--- config.mk ---
export PLATFORM = sky130hd
export DESIGN_NAME = dram_dq_training_logic
export DESIGN_NICKNAME = d
export VERILOG_FILES = /design/src/design/dram_training_pkg.sv /design/src/design/dram_dq_training_logic.sv
export SDC_FILE = /design/constraint.sdc
export NUM_CORES = 2
export LEC_CHECK = 0
export BUFFER_PORTS_ARGS = -buffer_cell sky130_fd_sc_hd__buf_2
export CORE_MARGIN = 2
export CORE_UTILIZATION = 63
export CTS_CLUSTER_DIAMETER = 100
export DETAILED_ROUTE_END_ITERATION = 10
export PLACE_DENSITY = 0.78
export SYNTH_ARGS = -nofsm -noshare
export SYNTH_HDL_FRONTEND = slang
export SYNTH_SLANG_ARGS = --single-unit
--- constraint.sdc ---
create_clock -name clk -period 3.9 [get_ports clk]
set_input_delay 0.585 -clock clk [delete_from_list [all_inputs] [get_ports clk]]
set_output_delay 0.585 -clock clk [all_outputs]
set_load 0.005 [all_outputs]
--- src/design/dram_training_pkg.sv ---
// constants and carrier types shared by the dq training logic
package dram_training_pkg;

    // =====================================================
    // register bus geometry and register offsets
    localparam int ADDR_W = 4;
    localparam int DATA_W = 8;
    localparam logic [3:0] OFS_PATTERN_LOW = 4'h0;
    localparam logic [3:0] OFS_PATTERN_HIGH = 4'h1;
    localparam logic [3:0] OFS_INVERT_LOWER = 4'h2;
    localparam logic [3:0] OFS_INVERT_UPPER = 4'h3;
    localparam logic [3:0] OFS_MASK_SETPOINT = 4'h4;
    localparam logic [3:0] OFS_IO_CONFIG = 4'h5;
    localparam logic [3:0] OFS_READ_LATENCY = 4'h6;
    localparam logic [3:0] OFS_WRITE_LATENCY = 4'h7;
    localparam logic [3:0] OFS_STATUS = 4'h8;

    // =====================================================
    // reset values
    localparam logic [7:0] RST_PATTERN_LOW = 8'h5a;
    localparam logic [7:0] RST_PATTERN_HIGH = 8'h3c;
    localparam logic [7:0] RST_INVERT_LOWER = 8'h55;
    localparam logic [7:0] RST_INVERT_UPPER = 8'h55;
    localparam logic [7:0] RST_MASK_SETPOINT = 8'h20;
    localparam logic [7:0] RST_IO_CONFIG = 8'h00;
    localparam logic [7:0] RST_READ_LATENCY = 8'h06;
    localparam logic [7:0] RST_WRITE_LATENCY = 8'h04;

    // =====================================================
    // field positions
    localparam int DM_DISABLE_BIT = 5;
    localparam int WR_BUS_INV_BIT = 7;
    localparam int RD_BUS_INV_BIT = 6;
    localparam int OPERAND_ENABLE_BIT = 6;

    // =====================================================
    // training select codes in operand bits 5..0
    localparam logic [5:0] SEL_READ_FIFO = 6'h01;
    localparam logic [5:0] SEL_WRITE_FIFO = 6'h07;
    localparam logic [5:0] SEL_READ_CAL = 6'h03;

    // =====================================================
    // fifo and burst geometry
    localparam int FIFO_DEPTH = 5;
    localparam logic [2:0] SLOT_LAST = 3'h4;
    localparam int BURST_LEN = 16;
    localparam logic [3:0] BEAT_LAST = 4'hf;

    // =====================================================
    // commands and states
    typedef enum logic [2:0] {
        CMD_NONE = 3'b000,
        CMD_MULTI = 3'b001,
        CMD_CAS2 = 3'b010,
        CMD_WRITE = 3'b011,
        CMD_MASKED_WRITE = 3'b100,
        CMD_READ = 3'b101,
        CMD_REG_READ = 3'b110,
        CMD_OTHER = 3'b111
    } cmd_kind_type;

    typedef enum logic [1:0] {
        PEND_NONE = 2'b00,
        PEND_READ_FIFO = 2'b01,
        PEND_WRITE_FIFO = 2'b10,
        PEND_READ_CAL = 2'b11
    } pending_type;

    typedef enum logic [1:0] {
        ENG_IDLE = 2'b00,
        ENG_WAIT = 2'b01,
        ENG_BURST = 2'b10
    } engine_state_type;

    typedef struct packed {
        cmd_kind_type kind;
        logic [6:0] operand;
    } cmd_type;

    typedef struct packed {
        logic [1:0] mask_inversion_pin;
        logic [15:0] dq;
    } beat_type;

endpackage

--- src/design/dram_dq_training_logic.sv ---
// dram-side read calibration and write training fifo logic
//
// Overview of operation
// RQ1: one calibration command drives pattern on all lanes
// RQ2: low pattern byte first, after read latency
// RQ3: each byte sent least significant bit first
// RQ4: lower mask to pins 0-7, upper to 8-15
// RQ5: invert masked data pins, never mask pins
// RQ6: mask pins float only if all three disabled
// RQ7: no bus inversion on calibration output
// RQ8: controller waits extra delay after power-down exit
// RQ9: multi purpose command with bit six low: nop
// RQ10: bit six high decodes training select operands
// RQ11: controller follows training command with second column
// RQ12: controller drives second column operands low
// RQ13: fifo write uses write latency from second edge
// RQ14: fifo read uses read latency from second edge
// RQ15: fifo holds five bursts of sixteen beats
// RQ16: fifo reads keep data until overwritten
// RQ17: unwritten slots return legal but undefined data
// RQ18: read pointer steps slots zero to four, wraps
// RQ19: controller limits mode writes between write and read
// RQ20: controller centres eye comparing fifo readback
// RQ21: write and read pointers advance per command
// RQ22: pointers reset at reset and power-down entries
// RQ23: each slot stores sixteen beats per pin
`timescale 1ns/1ps
`default_nettype none

module dram_dq_training_logic (
    input wire logic clk,
    input wire logic sys_rst,
    input wire logic [3:0] reg_addr,
    input wire logic [7:0] reg_wdata,
    input wire logic reg_wr,
    input wire logic reg_rd,
    output logic [7:0] reg_rdata,
    input wire dram_training_pkg::cmd_type cmd,
    input wire logic pd_entry,
    input wire logic srpd_entry,
    input wire dram_training_pkg::beat_type wr_beat,
    output dram_training_pkg::beat_type rd_beat,
    output logic [15:0] dq_oe_n,
    output logic [1:0] dmi_oe_n
);

    // =====================================================
    // register file
    logic [7:0] pattern_low_q;
    logic [7:0] pattern_high_q;
    logic [7:0] invert_lower_q;
    logic [7:0] invert_upper_q;
    logic [7:0] mask_setpoint_q;
    logic [7:0] io_config_q;
    logic [7:0] read_latency_q;
    logic [7:0] write_latency_q;
    logic [7:0] reg_rdata_q;
    logic [7:0] rdata_d;
    logic [7:0] status_word;

    // write enables, one per register
    wire we_pat_low = reg_wr && (reg_addr == dram_training_pkg::OFS_PATTERN_LOW);
    wire we_pat_high = reg_wr && (reg_addr == dram_training_pkg::OFS_PATTERN_HIGH);
    wire we_inv_low = reg_wr && (reg_addr == dram_training_pkg::OFS_INVERT_LOWER);
    wire we_inv_high = reg_wr && (reg_addr == dram_training_pkg::OFS_INVERT_UPPER);
    wire we_mask = reg_wr && (reg_addr == dram_training_pkg::OFS_MASK_SETPOINT);
    wire we_io = reg_wr && (reg_addr == dram_training_pkg::OFS_IO_CONFIG);
    wire we_rl = reg_wr && (reg_addr == dram_training_pkg::OFS_READ_LATENCY);
    wire we_wl = reg_wr && (reg_addr == dram_training_pkg::OFS_WRITE_LATENCY);

    // pattern and mask registers
    always_ff @(posedge clk) begin
        if (sys_rst) begin
            pattern_low_q <= dram_training_pkg::RST_PATTERN_LOW;
            pattern_high_q <= dram_training_pkg::RST_PATTERN_HIGH;
            invert_lower_q <= dram_training_pkg::RST_INVERT_LOWER;
            invert_upper_q <= dram_training_pkg::RST_INVERT_UPPER;
        end else begin
            if (we_pat_low) pattern_low_q <= reg_wdata;
            if (we_pat_high) pattern_high_q <= reg_wdata;
            if (we_inv_low) invert_lower_q <= reg_wdata;
            if (we_inv_high) invert_upper_q <= reg_wdata;
        end
    end

    // configuration and latency registers
    always_ff @(posedge clk) begin
        if (sys_rst) begin
            mask_setpoint_q <= dram_training_pkg::RST_MASK_SETPOINT;
            io_config_q <= dram_training_pkg::RST_IO_CONFIG;
            read_latency_q <= dram_training_pkg::RST_READ_LATENCY;
            write_latency_q <= dram_training_pkg::RST_WRITE_LATENCY;
        end else begin
            if (we_mask) mask_setpoint_q <= reg_wdata;
            if (we_io) io_config_q <= reg_wdata;
            if (we_rl) read_latency_q <= reg_wdata;
            if (we_wl) write_latency_q <= reg_wdata;
        end
    end

    // =====================================================
    // command decode
    // a training command only counts when the very next command is the
    // second column command; anything else in between drops it
    dram_training_pkg::pending_type pend_q;
    dram_training_pkg::pending_type pend_d;
    wire is_mpc = (cmd.kind == dram_training_pkg::CMD_MULTI);
    wire is_cas2 = (cmd.kind == dram_training_pkg::CMD_CAS2);
    wire is_plain_read = (cmd.kind == dram_training_pkg::CMD_READ);
    wire mpc_active = is_mpc && cmd.operand[dram_training_pkg::OPERAND_ENABLE_BIT]; // RQ9
    wire [5:0] train_sel = cmd.operand[5:0];
    wire sel_rd_fifo = mpc_active && (train_sel == dram_training_pkg::SEL_READ_FIFO); // RQ10
    wire sel_wr_fifo = mpc_active && (train_sel == dram_training_pkg::SEL_WRITE_FIFO); // RQ10
    wire sel_rd_cal = mpc_active && (train_sel == dram_training_pkg::SEL_READ_CAL); // RQ10

    // reserved select codes leave nothing pending
    assign pend_d = sel_rd_fifo ? dram_training_pkg::PEND_READ_FIFO :
                    sel_wr_fifo ? dram_training_pkg::PEND_WRITE_FIFO :
                    sel_rd_cal ? dram_training_pkg::PEND_READ_CAL :
                    dram_training_pkg::PEND_NONE;

    always_ff @(posedge clk) begin
        if (sys_rst) pend_q <= dram_training_pkg::PEND_NONE;
        else pend_q <= pend_d;
    end

    // =====================================================
    // engine starts and fifo pointers
    dram_training_pkg::engine_state_type rd_state_q;
    dram_training_pkg::engine_state_type wr_state_q;
    logic [2:0] wr_ptr_q;
    logic [2:0] rd_ptr_q;
    logic [2:0] wr_ptr_d;
    logic [2:0] rd_ptr_d;

    wire rd_idle = (rd_state_q == dram_training_pkg::ENG_IDLE);
    wire wr_idle = (wr_state_q == dram_training_pkg::ENG_IDLE);
    wire start_rd_fifo = is_cas2 && (pend_q == dram_training_pkg::PEND_READ_FIFO) && rd_idle;
    wire start_rd_cal = is_cas2 && (pend_q == dram_training_pkg::PEND_READ_CAL) && rd_idle;
    wire start_wr_fifo = is_cas2 && (pend_q == dram_training_pkg::PEND_WRITE_FIFO) && wr_idle;
    wire ptr_clear = pd_entry || srpd_entry; // RQ22
    wire [2:0] wr_ptr_inc = (wr_ptr_q == dram_training_pkg::SLOT_LAST) ? 3'h0 : wr_ptr_q + 3'h1;
    wire [2:0] rd_ptr_inc = (rd_ptr_q == dram_training_pkg::SLOT_LAST) ? 3'h0 : rd_ptr_q + 3'h1;

    // a plain array read moves both pointers so they stay in step
    assign wr_ptr_d = ptr_clear ? 3'h0 :
                      (start_wr_fifo || is_plain_read) ? wr_ptr_inc : wr_ptr_q; // RQ21
    assign rd_ptr_d = ptr_clear ? 3'h0 :
                      (start_rd_fifo || is_plain_read) ? rd_ptr_inc : rd_ptr_q; // RQ18

    always_ff @(posedge clk) begin
        if (sys_rst) begin
            wr_ptr_q <= 3'h0; // RQ22
            rd_ptr_q <= 3'h0; // RQ22
        end else begin
            wr_ptr_q <= wr_ptr_d;
            rd_ptr_q <= rd_ptr_d;
        end
    end

    // =====================================================
    // read engine: latency wait then sixteen beats
    // a start while the engine is busy is ignored, so seamless
    // back-to-back reads are not possible at any read latency
    logic [7:0] rd_wait_q;
    logic [3:0] rd_beat_q;
    logic rd_is_cal_q;
    logic [2:0] rd_slot_q;

    always_ff @(posedge clk) begin
        if (sys_rst) begin
            rd_state_q <= dram_training_pkg::ENG_IDLE;
            rd_wait_q <= 8'h00;
            rd_beat_q <= 4'h0;
            rd_is_cal_q <= 1'b0;
            rd_slot_q <= 3'h0;
        end else begin
            unique case (rd_state_q)
                dram_training_pkg::ENG_IDLE: begin
                    if (start_rd_fifo || start_rd_cal) begin
                        rd_state_q <= dram_training_pkg::ENG_WAIT;
                        rd_wait_q <= read_latency_q; // RQ14 RQ2
                        rd_is_cal_q <= start_rd_cal;
                        rd_slot_q <= rd_ptr_q;
                    end
                end
                dram_training_pkg::ENG_WAIT: begin
                    if (rd_wait_q == 8'h00) begin
                        rd_state_q <= dram_training_pkg::ENG_BURST;
                        rd_beat_q <= 4'h0;
                    end else begin
                        rd_wait_q <= rd_wait_q - 8'h01;
                    end
                end
                dram_training_pkg::ENG_BURST: begin
                    rd_beat_q <= rd_beat_q + 4'h1;
                    if (rd_beat_q == dram_training_pkg::BEAT_LAST) begin
                        rd_state_q <= dram_training_pkg::ENG_IDLE;
                    end
                end
                default: rd_state_q <= dram_training_pkg::ENG_IDLE;
            endcase
        end
    end

    // =====================================================
    // write engine: latency wait then capture sixteen beats
    logic [7:0] wr_wait_q;
    logic [3:0] wr_beat_q;
    logic [2:0] wr_slot_q;

    always_ff @(posedge clk) begin
        if (sys_rst) begin
            wr_state_q <= dram_training_pkg::ENG_IDLE;
            wr_wait_q <= 8'h00;
            wr_beat_q <= 4'h0;
            wr_slot_q <= 3'h0;
        end else begin
            unique case (wr_state_q)
                dram_training_pkg::ENG_IDLE: begin
                    if (start_wr_fifo) begin
                        wr_state_q <= dram_training_pkg::ENG_WAIT;
                        wr_wait_q <= write_latency_q; // RQ13
                        wr_slot_q <= wr_ptr_q; // RQ23
                    end
                end
                dram_training_pkg::ENG_WAIT: begin
                    if (wr_wait_q == 8'h00) begin
                        wr_state_q <= dram_training_pkg::ENG_BURST;
                        wr_beat_q <= 4'h0;
                    end else begin
                        wr_wait_q <= wr_wait_q - 8'h01;
                    end
                end
                dram_training_pkg::ENG_BURST: begin
                    wr_beat_q <= wr_beat_q + 4'h1;
                    if (wr_beat_q == dram_training_pkg::BEAT_LAST) begin
                        wr_state_q <= dram_training_pkg::ENG_IDLE;
                    end
                end
                default: wr_state_q <= dram_training_pkg::ENG_IDLE;
            endcase
        end
    end

    // =====================================================
    // fifo storage: five slots of sixteen beats per pin
    // cleared at reset so unwritten slots read a legal zero
    dram_training_pkg::beat_type fifo_q [dram_training_pkg::FIFO_DEPTH][dram_training_pkg::BURST_LEN];
    wire wr_capture = (wr_state_q == dram_training_pkg::ENG_BURST);

    always_ff @(posedge clk) begin
        if (sys_rst) begin
            for (int s = 0; s < dram_training_pkg::FIFO_DEPTH; s++) begin
                for (int b = 0; b < dram_training_pkg::BURST_LEN; b++) begin
                    fifo_q[s][b] <= '0; // RQ17
                end
            end
        end else if (wr_capture) begin
            fifo_q[wr_slot_q][wr_beat_q] <= wr_beat; // RQ15 RQ23
        end
    end

    // =====================================================
    // output beat selection
    // calibration ignores the read inversion setting on purpose
    wire [15:0] cal_pattern = {pattern_high_q, pattern_low_q}; // RQ2
    wire cal_bit = cal_pattern[rd_beat_q]; // RQ3
    wire [15:0] invert_map = {invert_upper_q, invert_lower_q}; // RQ4
    wire [15:0] cal_dq = {16{cal_bit}} ^ invert_map; // RQ1 RQ5 RQ7
    wire [1:0] cal_dmi = {2{cal_bit}}; // RQ5
    wire dmi_active = !mask_setpoint_q[dram_training_pkg::DM_DISABLE_BIT]
                      || io_config_q[dram_training_pkg::WR_BUS_INV_BIT]
                      || io_config_q[dram_training_pkg::RD_BUS_INV_BIT]; // RQ6
    dram_training_pkg::beat_type fifo_word;
    dram_training_pkg::beat_type out_word;
    wire rd_driving = (rd_state_q == dram_training_pkg::ENG_BURST);

    // fifo reads never write storage
    assign fifo_word = fifo_q[rd_slot_q][rd_beat_q]; // RQ16
    assign out_word.dq = rd_is_cal_q ? cal_dq : fifo_word.dq;
    assign out_word.mask_inversion_pin = rd_is_cal_q ? cal_dmi : fifo_word.mask_inversion_pin;

    // registered pins
    dram_training_pkg::beat_type out_beat_q;
    logic [15:0] dq_oe_n_q;
    logic [1:0] dmi_oe_n_q;

    always_ff @(posedge clk) begin
        if (sys_rst) begin
            out_beat_q <= '0;
            dq_oe_n_q <= 16'hffff;
            dmi_oe_n_q <= 2'h3;
        end else begin
            out_beat_q <= rd_driving ? out_word : '0;
            dq_oe_n_q <= rd_driving ? 16'h0000 : 16'hffff; // RQ1
            dmi_oe_n_q <= (rd_driving && dmi_active) ? 2'h0 : 2'h3; // RQ6
        end
    end

    assign rd_beat = out_beat_q;
    assign dq_oe_n = dq_oe_n_q;
    assign dmi_oe_n = dmi_oe_n_q;

    // =====================================================
    // register read back
    assign status_word = {!rd_idle, !wr_idle, rd_ptr_q, wr_ptr_q};
    assign rdata_d = (reg_addr == dram_training_pkg::OFS_PATTERN_LOW) ? pattern_low_q :
                     (reg_addr == dram_training_pkg::OFS_PATTERN_HIGH) ? pattern_high_q :
                     (reg_addr == dram_training_pkg::OFS_INVERT_LOWER) ? invert_lower_q :
                     (reg_addr == dram_training_pkg::OFS_INVERT_UPPER) ? invert_upper_q :
                     (reg_addr == dram_training_pkg::OFS_MASK_SETPOINT) ? mask_setpoint_q :
                     (reg_addr == dram_training_pkg::OFS_IO_CONFIG) ? io_config_q :
                     (reg_addr == dram_training_pkg::OFS_READ_LATENCY) ? read_latency_q :
                     (reg_addr == dram_training_pkg::OFS_WRITE_LATENCY) ? write_latency_q :
                     (reg_addr == dram_training_pkg::OFS_STATUS) ? status_word :
                     8'h00;

    // data stands one cycle after the strobe, else zero
    always_ff @(posedge clk) begin
        if (sys_rst) reg_rdata_q <= 8'h00;
        else reg_rdata_q <= reg_rd ? rdata_d : 8'h00;
    end

    assign reg_rdata = reg_rdata_q;

endmodule // dram_dq_training_logic

`default_nettype wire

==> run_results.csv <==
group,metric,value,unit
detailed_routing,wl_per_cell,34.4,um
logic_synthesis,synth_fp_nets,6341,
worst_setup_path,reg2reg_slack,50,ps
die,ios,90,
grt,antenna_found_initial,17,
worst_setup_path,reg2reg_depth,9,
worst_setup_path,arrival,4580,ps
logic_synthesis,synthXorXnorAreaFrac,0.00164,
die,dieArea,164000,um2
sta,rsz0062_at_grt,"false",
sta,slew_viol_final,0,
die,initial_utilization,0.633,
worst_setup_path,critPathTopFamily,"buffers and inverters",
logic_synthesis,syn_area_per_cell,16.1,um2
die,rows,147,
cts,clk_latency,860,ps
power_and_ir_drop,total_power,52.9,mW
logic_synthesis,ys_warn_count,0,
sta,max_slew_margin,0.0469,
logic_synthesis,synth_top_area_frac,0.683,
worst_setup_path,crit_type,"reg2reg",
worst_setup_path,cp_max_fo,18,
worst_hold_path,hold_class,"in2reg",
sta,hold_viol_final,0,
cells_and_area,syn_to_final_growth,12.2,%
detailed_routing,drc_errors,0,
worst_hold_path,hold_depth,3,
worst_setup_path,cp_cell_sequence,"buf_12 -> buf_4 -> buf_4 -> mux4_2 -> mux2i_1 -> a21oi_1 -> a31oi_1 -> buf_4 -> nor4b_1",
sta,setup-tns-final,0,ps
cells_and_area,drive_above_1_share,0.225,
worst_setup_path,cp-end-kind,"register",
logic_synthesis,yosysUniqueCellTypes,81,
cts,h-tree-depth,4,
grt,grt_use_total,0.377,
detailed_routing,viasPerCell,6.97,
grt,grt_pass1_vias,60400,
power_and_ir_drop,p_per_area,466,nW/um2
grt,grt_overflow,0,
cts,clk_path_buf_depth,3,
logic_synthesis,yosysSeqAreaShare,0.710,
logic_synthesis,synth-compound-area-share,0.0337,
logic_synthesis,synth_most_common_cell,"edfxtp_1",
worst_setup_path,worstPathRequired,4630,ps
logic_synthesis,ys_async_sr_fraction,0,
die,dieWidth,405,um
detailed_routing,vias,62000,
power_and_ir_drop,max-vdd-ir-drop,0.451,mV
worst_setup_path,cp_num_buf_inv,4,
flow_run,drv_cap,0,
cts,cts_inserted_buffers,230,
placement,place_ws,167,ps
detailed_routing,drt_iter0_markers,11300,
sta,fmax,260,MHz
grt,grt_max_degree,88,
logic_synthesis,ys_top_cells_by_area,"edfxtp_1 (68%), mux4_2 (12%), nor2_1 (5.0%)",
sta,fin_crit_sh,0.987,
sta,setup_slack,51.7,ps
sta,finClkSkew,35.4,ps
sta,tightest_slew,1430,ps
logic_synthesis,yosys.area_share.simple,0.0789,
logic_synthesis,synthAdderAreaFrac,0.00160,
logic_synthesis,synth.cell_area,101000,um2
worst_setup_path,slowest_stage,"dfxtp_4",
sta,setup_viol,0,
logic_synthesis,syn_inst,6282,
power_and_ir_drop,leakage,36.3,nW
cts,clock-sinks,2442,
cts,cts_tree,"built",
placement,port_buffers,89,
run_status,status,"completed",
placement,post-dp-hpwl,194000,um
worst_setup_path,path_common_cell,"buf_4",
worst_setup_path,max_stage_delay,710,ps
detailed_routing,wirelength,306000,um
worst_setup_path,crit_cells,9,
logic_synthesis,synth_top_family_by_area,"multiplexers",
detailed_routing,postRouteAntennaNets,0,
cts,clk_pin_slew,70,ps
die,core,160000,um2
logic_synthesis,synth_commonest_cells,"edfxtp_1 (2,304), nor2_1 (1,361), mux4_2 (527), nand2_1 (344), clkbuf_1 (266)",
placement,gp_congestion,0.999,
cts,clock-root-buffer,"clkbuf_16",
grt,grt_first_pass_wirelength,432000,um
die,die_h,405,um
logic_synthesis,synth_top_area_cell,"edfxtp_1",
cells_and_area,nNetsFinal,6594,
worst_setup_path,cp-start-kind,"register",
detailed_routing,first_pass_iters,8,
logic_synthesis,ys.flop_type,"edfxtp_1",
logic_synthesis,synthMuxAreaShare,0.145,
sta,min_period,3850,ps
logic_synthesis,synth.ff_latch_count,2442,
logic_synthesis,synth-edff-count,2304,
-- final timing paths --
kind                                 start                              to
max reg2reg                       register          rd_beat[12]$_SDFF_PP0_
min reg2reg  pattern_low_q[7]$_SDFFE_PP0P_   pattern_low_q[7]$_SDFFE_PP0P_
min                           reg_wdata[5]  invert_upper_q[5]$_SDFFE_PP0P_
max                               register          rd_beat[12]$_SDFF_PP0_
-- final cells by class --
class / instances / area [um2]
Clock buffer: 290 / 6200
Multi-Input combinational cell: 3292 / 26800
Tap cell: 2160 / 2700
Inverter: 47 / 184
Clock inverter: 137 / 1390
Antenna cell: 7 / 17.5
Sequential cell: 2442 / 72000
Fill cell: 9440 / 46500
Timing Repair Buffer: 522 / 4420
-- per-stage QoR --
step                      instances  instance area (um2)   util  hold WS [ps]
after floorplan                6282               101000      -           443
after global placement         8459               106000  0.662           464
after detailed placement       8459               106000  0.662           469
after CTS                      8890               114000  0.709          19.6
after global routing           8893               114000  0.710          48.0
final                          8897               114000  0.710          68.1
-- flip-flops by register name, summed over array words and instances, names as in the netlist, 8 cells and up, named ones only --
signal           count
fifo_q            2304
invert_lower_q       8
invert_upper_q       8
io_config_q          8
mask_setpoint_q      8
pattern_high_q       8
pattern_low_q        8
rd_beat             18
rd_wait_q            8
read_latency_q       8
reg_rdata            8
wr_wait_q            8
write_latency_q      8
-- kinds of logic (layout without fill, tap and decap cells) --
kind of cell	after synthesis	count (layout)
AND/OR/NAND/NOR	1970	1970
multiplexers	795	795
other	0	7
AO/OA/AOI/OAI	495	495
XOR/XNOR	19	19
flip-flops	2442	2442
adder cells (fa/ha/maj)	13	13
buffers and inverters	548	996
-- timing repair --
| item | CTS | global route |
|---|---|---|
| setup buffers | 0 | 0 |
| endpoints found under the setup margin | 0 | 4 |
| hold endpoints to repair | 2 | 0 |
| gates resized for setup | 0 | 4 |
| hold buffers | 4 | 0 |
-- report_power, final --
group	switching (mW)	internal [mW]	leakage (nW)
sequential	0.170	29.0	23.2
combinational	0.795	0.402	9.44
clock	9.83	12.8	3.69
-- tightest hold or removal path, stage by stage --
cell and delay (ps):
buf_2 170, nand2_1 80, a21oi_1 50
-- per-layer routing --
layer  vias up  share of wire  GRT usage  routed length, um
met4        24          0.077      0.235              23500
met1     30900           0.32      0.488              97500
li1      24500              -          -                  -
met3      1075           0.15      0.117              46600
met5         -        0.00061     0.0113                186
met2      5496           0.45      0.561             138000
-- cells in the final DEF, fill, tap and decap left out, types with 38 or more instances in the layout --
cell	Yosys	layout
o22ai_1	75	75
a31oi_1	38	38
buf_4	34	373
clkinv_1	3	52
clkinv_2	0	39
mux2i_1	247	247
mux4_2	527	527
dfxtp_1	138	132
nor2_1	1361	1320
clkbuf_16	0	235
edfxtp_1	2304	2304
o221ai_1	52	52
o21ai_0	47	46
buf_2	81	88
nor2_2	0	41
clkbuf_1	266	41
buf_12	11	57
nand3_1	69	69
nand2_1	344	325
a21oi_1	111	111
Note: power is estimated with default switching activity, not from simulation.
